==> config.mk <==
export PLATFORM = sky130hd
export DESIGN_NAME = dtm_timer_ctrl
export DESIGN_NICKNAME = d
export VERILOG_FILES = /design/src/dtm_pkg.sv /design/src/dtm_timer_ctrl.sv
export SDC_FILE = /design/constraint.sdc
export NUM_CORES = 1
export LEC_CHECK = 0
export BUFFER_PORTS_ARGS = -buffer_cell sky130_fd_sc_hd__buf_4
export CORE_ASPECT_RATIO = 1.4
export CORE_MARGIN = 5
export CORE_UTILIZATION = 57
export DETAILED_ROUTE_END_ITERATION = 6
export MAX_ROUTING_LAYER = met4
export PLACE_DENSITY_LB_ADDON = 0.05
export REMOVE_ABC_BUFFERS = 1
export SLEW_MARGIN = 0
export SYNTH_ARGS = -nofsm -noshare
export SYNTH_HDL_FRONTEND = slang
export SYNTH_SLANG_ARGS = --single-unit
==> constraint.sdc <==
create_clock -name pclk -period 2.99 [get_ports pclk]
set_clock_uncertainty 0.05 [all_clocks]
set_input_delay 0 -clock pclk [delete_from_list [all_inputs] [get_ports pclk]]
set_output_delay 0 -clock pclk [all_outputs]
set_load 0.05 [all_outputs]
==> src/dtm_pkg.sv <==
// Purpose: constants and types for the dual timer run and mode control
// Assumes: 32-bit APB, register index times four gives the byte address
// Notes: all control and counter state clears to zero on any reset
package dtm_pkg;

  // ==========================================================
  // register indices (byte address is index times four)
  localparam logic [7:0] DTM_IDX_CTRL = 8'h88;
  localparam logic [7:0] DTM_IDX_MODE = 8'h89;
  localparam logic [7:0] DTM_IDX_A_LO = 8'h8a;
  localparam logic [7:0] DTM_IDX_A_HI = 8'h8b;
  localparam logic [7:0] DTM_IDX_B_LO = 8'h8c;
  localparam logic [7:0] DTM_IDX_B_HI = 8'h8d;
  localparam logic [7:0] DTM_IDX_STAT = 8'h8e;
  localparam logic [7:0] DTM_IDX_MASK = 8'h8f;

  // ==========================================================
  // run_and_flag_control bit positions
  localparam int DTM_OVF_B = 7;
  localparam int DTM_RUN_B = 6;
  localparam int DTM_OVF_A = 5;
  localparam int DTM_RUN_A = 4;
  localparam int DTM_EXT1_PEND = 3;
  localparam int DTM_EXT1_SENSE = 2;
  localparam int DTM_EXT0_PEND = 1;
  localparam int DTM_EXT0_SENSE = 0;

  // ==========================================================
  // count_mode_config bit positions
  localparam int DTM_QUAL_B = 7;
  localparam int DTM_CT_B = 6;
  localparam int DTM_MODE_B_LSB = 4;
  localparam int DTM_QUAL_A = 3;
  localparam int DTM_CT_A = 2;
  localparam int DTM_MODE_A_LSB = 0;

  // ==========================================================
  // pin vector and interrupt status bit positions
  localparam int DTM_PIN_A = 0;
  localparam int DTM_PIN_B = 1;
  localparam int DTM_PIN_X0 = 2;
  localparam int DTM_PIN_X1 = 3;
  localparam int DTM_ST_OVF_A = 0;
  localparam int DTM_ST_OVF_B = 1;
  localparam int DTM_ST_EXT0 = 2;
  localparam int DTM_ST_EXT1 = 3;

  // ==========================================================
  // reset values
  localparam logic [7:0] DTM_CTRL_RST = 8'h00;
  localparam logic [7:0] DTM_MODE_RST = 8'h00;
  localparam logic [7:0] DTM_CNT_RST = 8'h00;
  localparam logic [3:0] DTM_MASK_RST = 4'h0;
  // pins idle high; capture starts there so no false level or edge
  localparam logic [3:0] DTM_PIN_RST = 4'hf;

  // ==========================================================
  // counting modes
  typedef enum logic [1:0] {
    DTM_M13 = 2'b00,
    DTM_M16 = 2'b01,
    DTM_MRELOAD = 2'b10,
    DTM_MSPLIT = 2'b11
  } dtm_mode_e;

endpackage

==> src/dtm_timer_ctrl.sv <==
// Purpose: run/stop, gating, mode select and counting for two timers
// Assumes: APB slave on pclk, zero wait states, pins asynchronous
// Notes: counter byte writes win over a count in the same cycle

// Behaviour
// - overflow sets unit flag, bits 7 and 5
// - overflow flag holds until software clears it
// - software one on flag raises timer interrupt
// - run bits 6 and 4 start or stop
// - qualify zero: run bit alone enables counting
// - qualify one: needs run bit and pin high
// - select bit picks timer zero, counter one
// - mode fields at bits 5-4 and 1-0
// - mode 00 is 13-bit, low top ignored
// - mode 01 is full 16-bit counter
// - mode 10 is 8-bit with reload
// - mode 11 splits unit A only
// - external request flags at bits 3, 1
// - external sense select at bits 2, 0
// - counter mode counts pin falling edges
// - reload keeps high byte, sets flag
// - run resumes from held count value
// - split high byte uses B run, flag
module dtm_timer_ctrl
  import dtm_pkg::*;
#(
  parameter int ADDR_W = 12
) (
  input wire logic pclk,
  input wire logic presetn,
  input wire logic psel,
  input wire logic penable,
  input wire logic pwrite,
  input wire logic [ADDR_W-1:0] paddr,
  input wire logic [31:0] pwdata,
  output logic [31:0] prdata,
  output logic pready,
  output logic pslverr,
  input wire logic pulse_in_pin_a,
  input wire logic pulse_in_pin_b,
  input wire logic [1:0] ext_irq_pin,
  output logic pin_a_count_sel,
  output logic pin_b_count_sel,
  output logic tmr_a_irq_req,
  output logic tmr_b_irq_req,
  output logic [1:0] ext_irq_req,
  output logic irq
);

  // ==========================================================
  // state
  typedef struct packed {
    logic [7:0] ctrl;
    logic [7:0] mode;
    logic [7:0] a_lo;
    logic [7:0] a_hi;
    logic [7:0] b_lo;
    logic [7:0] b_hi;
    logic [3:0] sync1;
    logic [3:0] sync2;
    logic [3:0] sync3;
    logic [3:0] pin_lvl;
    logic [3:0] status;
    logic [3:0] mask;
    logic [31:0] rdata;
    logic err;
  } dtm_state_s;

  dtm_state_s r_reg;
  dtm_state_s r_next;

  // one count step: returns {overflow, high, low}
  function automatic logic [16:0] dtm_step(
    input logic [7:0] lo,
    input logic [7:0] hi,
    input dtm_mode_e m
  );
    logic [13:0] s13;
    logic [16:0] s16;
    logic [8:0] s8;
    logic [16:0] res;
    s13 = {1'b0, hi, lo[4:0]} + 14'h0001;
    s16 = {1'b0, hi, lo} + 17'h0_0001;
    s8 = {1'b0, lo} + 9'h001;
    res = {1'b0, hi, lo};
    unique case (m)
      // top three low bits neither count nor wrap
      DTM_M13: res = {s13[13], s13[12:5], lo[7:5], s13[4:0]};
      DTM_M16: res = s16;
      DTM_MRELOAD: begin
        // wrap reloads low byte, high byte untouched
        if (s8[8]) begin
          res = {1'b1, hi, hi};
        end else begin
          res = {1'b0, hi, s8[7:0]};
        end
      end
      DTM_MSPLIT: res = {s8[8], hi, s8[7:0]};
    endcase
    return res;
  endfunction

  // ==========================================================
  // combinational next state
  logic [3:0] fall;
  logic [9:0] idx_full;
  logic hit_ok;
  logic setup;
  logic wr;
  logic rd;
  dtm_mode_e mode_a;
  dtm_mode_e mode_b;
  logic split;
  logic tick_a;
  logic tick_b;
  logic run_a;
  logic run_b;
  logic run_ah;
  logic b_flag_ok;
  logic [16:0] step_a;
  logic [16:0] step_b;
  logic [8:0] step_ah;
  logic ovf_a;
  logic ovf_b;
  logic sw_ovf_a;
  logic sw_ovf_b;
  logic [1:0] ext_set;
  logic [3:0] ev;
  logic [31:0] rd_mux;
  logic rd_hit;

  always_comb begin
    r_next = r_reg;

    // three-stage pin capture; level moves once stages two and three agree
    r_next.sync1 = {ext_irq_pin, pulse_in_pin_b, pulse_in_pin_a};
    r_next.sync2 = r_reg.sync1;
    r_next.sync3 = r_reg.sync2;
    for (int i = 0; i < 4; i++) begin
      if (r_reg.sync2[i] == r_reg.sync3[i]) begin
        r_next.pin_lvl[i] = r_reg.sync3[i];
      end
    end
    fall = r_reg.pin_lvl & ~r_next.pin_lvl;

    // bus decode
    idx_full = paddr[ADDR_W-1:2];
    hit_ok = (idx_full[9:8] == 2'b00) && (paddr[1:0] == 2'b00);
    setup = psel & ~penable;
    wr = psel & penable & pwrite;
    rd = psel & penable & ~pwrite;

    mode_a = dtm_mode_e'(r_reg.mode[DTM_MODE_A_LSB +: 2]);
    mode_b = dtm_mode_e'(r_reg.mode[DTM_MODE_B_LSB +: 2]);
    split = (mode_a == DTM_MSPLIT);

    // unit A: clock or pin edge, run bit, optional pin qualify
    tick_a = r_reg.mode[DTM_CT_A] ? fall[DTM_PIN_A] : 1'b1;
    run_a = r_reg.ctrl[DTM_RUN_A] & tick_a &
      (~r_reg.mode[DTM_QUAL_A] | r_reg.pin_lvl[DTM_PIN_X0]);

    // unit B: while A is split, B free-runs on the clock unless its own mode is 11, and flags nothing
    if (split) begin
      tick_b = 1'b1;
      run_b = (mode_b != DTM_MSPLIT);
      b_flag_ok = 1'b0;
    end else begin
      tick_b = r_reg.mode[DTM_CT_B] ? fall[DTM_PIN_B] : 1'b1;
      run_b = r_reg.ctrl[DTM_RUN_B] & tick_b &
        (~r_reg.mode[DTM_QUAL_B] | r_reg.pin_lvl[DTM_PIN_X1]) &
        (mode_b != DTM_MSPLIT);
      b_flag_ok = 1'b1;
    end
    run_ah = split & r_reg.ctrl[DTM_RUN_B];

    // counting continues from the held value; nothing clears on start
    step_a = dtm_step(r_reg.a_lo, r_reg.a_hi, mode_a);
    step_b = dtm_step(r_reg.b_lo, r_reg.b_hi, mode_b);
    step_ah = {1'b0, r_reg.a_hi} + 9'h001;
    ovf_a = 1'b0;
    ovf_b = 1'b0;
    if (run_a) begin
      r_next.a_lo = step_a[7:0];
      if (!split) begin
        r_next.a_hi = step_a[15:8];
      end
      ovf_a = step_a[16];
    end
    if (run_ah) begin
      r_next.a_hi = step_ah[7:0];
      ovf_b = step_ah[8];
    end
    if (run_b) begin
      r_next.b_lo = step_b[7:0];
      r_next.b_hi = step_b[15:8];
      ovf_b = ovf_b | (step_b[16] & b_flag_ok);
    end

    // software writes; a counter byte write overrides a count
    sw_ovf_a = 1'b0;
    sw_ovf_b = 1'b0;
    if (wr && hit_ok) begin
      unique case (idx_full[7:0])
        DTM_IDX_CTRL: begin
          r_next.ctrl = pwdata[7:0];
          sw_ovf_a = pwdata[DTM_OVF_A] & ~r_reg.ctrl[DTM_OVF_A];
          sw_ovf_b = pwdata[DTM_OVF_B] & ~r_reg.ctrl[DTM_OVF_B];
        end
        DTM_IDX_MODE: r_next.mode = pwdata[7:0];
        DTM_IDX_A_LO: r_next.a_lo = pwdata[7:0];
        DTM_IDX_A_HI: r_next.a_hi = pwdata[7:0];
        DTM_IDX_B_LO: r_next.b_lo = pwdata[7:0];
        DTM_IDX_B_HI: r_next.b_hi = pwdata[7:0];
        DTM_IDX_MASK: r_next.mask = pwdata[3:0];
        default: begin
        end
      endcase
    end

    // hardware sets win over a software clear in the same cycle
    if (ovf_a) begin
      r_next.ctrl[DTM_OVF_A] = 1'b1;
    end
    if (ovf_b) begin
      r_next.ctrl[DTM_OVF_B] = 1'b1;
    end

    // external request flags: low level or falling edge per sense bit
    ext_set[0] = r_reg.ctrl[DTM_EXT0_SENSE] ? fall[DTM_PIN_X0]
                                            : ~r_reg.pin_lvl[DTM_PIN_X0];
    ext_set[1] = r_reg.ctrl[DTM_EXT1_SENSE] ? fall[DTM_PIN_X1]
                                            : ~r_reg.pin_lvl[DTM_PIN_X1];
    if (ext_set[0]) begin
      r_next.ctrl[DTM_EXT0_PEND] = 1'b1;
    end
    if (ext_set[1]) begin
      r_next.ctrl[DTM_EXT1_PEND] = 1'b1;
    end

    // sticky status events; a read clears, a same-cycle event survives
    ev = '0;
    ev[DTM_ST_OVF_A] = ovf_a | sw_ovf_a;
    ev[DTM_ST_OVF_B] = ovf_b | sw_ovf_b;
    ev[DTM_ST_EXT0] = ext_set[0] & ~r_reg.ctrl[DTM_EXT0_PEND];
    ev[DTM_ST_EXT1] = ext_set[1] & ~r_reg.ctrl[DTM_EXT1_PEND];
    if (rd && hit_ok && idx_full[7:0] == DTM_IDX_STAT) begin
      r_next.status = ev;
    end else begin
      r_next.status = r_reg.status | ev;
    end

    // read data captured in setup so it stands through the access phase
    rd_mux = '0;
    rd_hit = hit_ok;
    unique case (idx_full[7:0])
      DTM_IDX_CTRL: rd_mux[7:0] = r_reg.ctrl;
      DTM_IDX_MODE: rd_mux[7:0] = r_reg.mode;
      DTM_IDX_A_LO: rd_mux[7:0] = r_reg.a_lo;
      DTM_IDX_A_HI: rd_mux[7:0] = r_reg.a_hi;
      DTM_IDX_B_LO: rd_mux[7:0] = r_reg.b_lo;
      DTM_IDX_B_HI: rd_mux[7:0] = r_reg.b_hi;
      DTM_IDX_STAT: rd_mux[3:0] = r_reg.status;
      DTM_IDX_MASK: rd_mux[3:0] = r_reg.mask;
      default: rd_hit = 1'b0;
    endcase
    if (setup) begin
      r_next.rdata = rd_hit ? rd_mux : 32'h0000_0000;
      r_next.err = ~rd_hit;
    end
  end

  // ==========================================================
  // registers; every reset source lands here
  always_ff @(posedge pclk or negedge presetn) begin
    if (!presetn) begin
      r_reg <= '0;
      r_reg.ctrl <= DTM_CTRL_RST;
      r_reg.mode <= DTM_MODE_RST;
      r_reg.a_lo <= DTM_CNT_RST;
      r_reg.a_hi <= DTM_CNT_RST;
      r_reg.b_lo <= DTM_CNT_RST;
      r_reg.b_hi <= DTM_CNT_RST;
      r_reg.mask <= DTM_MASK_RST;
      // idle-high start: a zero here would fake low pins after reset
      r_reg.sync1 <= DTM_PIN_RST;
      r_reg.sync2 <= DTM_PIN_RST;
      r_reg.sync3 <= DTM_PIN_RST;
      r_reg.pin_lvl <= DTM_PIN_RST;
    end else begin
      r_reg <= r_next;
    end
  end

  // ==========================================================
  // outputs
  // zero wait states: every access completes in its first access cycle
  assign pready = 1'b1;
  assign prdata = r_reg.rdata;
  assign pslverr = r_reg.err & psel & penable;
  // pins serve the counter only when running in counter mode
  assign pin_a_count_sel = r_reg.ctrl[DTM_RUN_A] & r_reg.mode[DTM_CT_A];
  assign pin_b_count_sel = r_reg.ctrl[DTM_RUN_B] & r_reg.mode[DTM_CT_B] &
    ~split;
  assign tmr_a_irq_req = r_reg.ctrl[DTM_OVF_A];
  assign tmr_b_irq_req = r_reg.ctrl[DTM_OVF_B];
  assign ext_irq_req = {r_reg.ctrl[DTM_EXT1_PEND], r_reg.ctrl[DTM_EXT0_PEND]};
  assign irq = |(r_reg.status & r_reg.mask);

endmodule

==> run metrics <==
status=finished clean; Slew @ Worst Pin=1.05 ns; Rel. slew slack=0.301; Net count, final=around 660; RSZ-0062 raised after global routing=false; n_diodes=0; pin count of the biggest net entering global routing=82; row count=between 40 and 50; Pleak=~0.0025 uW; Hold WC Path Type=primary input to flop; final RePlAce weighted congestion=between 0.9 and 1; CTS tree=yes; Num CTS Buffers=9; postcts setup bufs=0; Worst EP required=between 3 and 4 ns; Fillers=730; DR vias=roughly 4.7k; fin. max-slew vios=0; most frequent cells in the layout=69 x nand2_1, 65 x dfrtp_1, 51 x buf_4; commonest non-fill, non-tap cell in the layout=nand2_1; Vias/cell=6.52; max reg flops=57; Final Cycle Share=0.812; Area Growth Syn to Fin=12.6%; first-pass GRT wire length=24,800 um; crit end category=flop; critical path peak fanout=7; clock period minus final worst setup slack=2.43 ns; Clk Tree Root Cell=clkbuf_16; Post-Syn Instances=~570; initial antenna violation count=0; Max Cap Viol=0; Top FF cell, synth=dfrtp_1; Pre-antenna DRT Iters=7; port bufs=44; Synth top area share=0.312; min setup slack post-route=0.562 ns; CTS sink cnt=81; Final Hold Viols=0; Clock Latency Late Sink=0.34 ns; Initial DRC Count=436; ranking of synthesized cells by area=dfrtp_1 31%, dfstp_2 8.1%, buf_4 5.3%, mux2i_1 5.0%, nand2_1 5.0%; syn avg cell area=9.19 sq um; register area share after synthesis=0.392; Post-Syn Area=5220 sq um; Ys Warns=0; Pwr per Cell Area=a little under 600 nW/um^2; H-tree depth=3; Routed WL=16,000 um; Seq cells post-synth=81; final setup fails=0; Initial Util=0.581; Synth cell types=84; f_max=412 MHz; die area=roughly 11,000 sq um; Die Span X=slightly above 90 um; CP Launch Type=flop; DP Wirelength=between 10,000 and 15,000 um; clock tree buffer depth=2; setup_tns=0 ns; grt ovf=0; Crit Path Class=flop to flop; total power=about 3400 uW; # IOs=94; Die Span Y=~120 um; wire per inst=22.2 um; Tot GR Track Use=0.295; pre-CTS worst setup slack=~0.60 ns; maximum vdd drop=between 0.0004 and 0.0005 V; CP Data Arrival Time=around 2.7 ns; post-CTS sizing=0; layout cells sized above 1=0.190; Core ar.=8980 sq um; Synth area leader=dfrtp_1; clk slew on worst S/H paths=about 0.07 ns; vias in the first global route=~4.5k; post-route ant nets=0; Async S/R FF share, synth=1.00; EDFF count, synth=0; DRC=0
area by class of cell:
type,count,area (sq um),share of cell area
clock buffer,11,264,0.0449
clock inverter,5,45.0,0.00767
inverter,16,60.1,0.0102
multi-input combinational,434,2810,0.479
sequential,81,2050,0.348
tap,107,134,0.0228
timing repair buffer,64,513,0.0873
metal layers:
layer  up-vias  routed length [um]  share of wire  track usage
li1       2137                   -              -            -
met1      2283                5890           0.37        0.329
met2       189                8140           0.51        0.493
met3        72                 906          0.057       0.0566
met4         0                1040          0.065        0.176
met5         -                   0              0            -
power by group:
part | internal, uW | leakage (uW) | switching [uW]
Combinational | 326 | 0.00137 | 438
Sequential | 1240 | 0.000939 | 256
Clock | 648 | 0.000149 | 487
Total | 2210 | 0.00246 | 1180
cell families after synthesis:
logic type,Yosys count,synth area share
AOI/OAI and AO/OA,139,0.188
xor gates and xnor gates,7,0.0117
adders and majority gates,7,0.0149
buffers and inverters,76,0.0856
DFF,81,0.392
muxes,43,0.0887
other,2,0.00144
and+or+nand+nor,213,0.217
critical path, stage by stage, from the launching register on:
cell and delay [ns]:
dfrtp_1 0.47, ha_1 0.30, nand4_4 0.18, or3_4 0.44, a221o_1 0.42, or4_1 0.41, nand3_1 0.09
synth_stat cells, types with 8 or more instances:
library cell  number
a211oi_1           8
a21oi_1           22
a31oi_1            9
and3_1             9
buf_4             37
clkbuf_1          14
dfrtp_1           65
dfstp_2           16
inv_1             16
mux2_2            16
mux2i_1           26
nand2_1           69
nand3_1           24
nand4_1            8
nor2_1            31
nor3_1            18
o21ai_0           28
per-stage QoR:
stage	hold slack (ns)	utilization	instances	area, sq um
after detailed placement	0.0595	0.605	689	5440
after global routing	0.0938	0.654	718	5870
after floorplan	-0.346	-	531	4920
after CTS	0.0480	0.654	718	5870
final	0.0572	0.654	718	5870
after global placement	0.0580	0.605	689	5440
worst paths after layout:
check / from / endpoint / slack (ns) / cells after the start
max reg2reg: r_reg[65] / r_reg[59] / 0.56 / 6
min: paddr[0] / r_reg[0] / 0.06 / 4
max in group asynchronous: presetn / r_reg[59] / 1.88 / 2
min reg2reg: r_next[51] / r_next[47] / 0.31 / 0
min in group asynchronous: presetn / r_reg[86] / 0.34 / 2
max: r_reg[65] / r_reg[59] / 0.56 / 6
timing repair:
| action | 4_1_cts | 5_1_grt |
|---|---|---|
| hold buffers | 13 | 0 |
| endpoints found under the setup margin | 0 | 0 |
| hold endpoints to repair | 116 | 0 |
No activity file was read; power rests on OpenSTA's default activity.
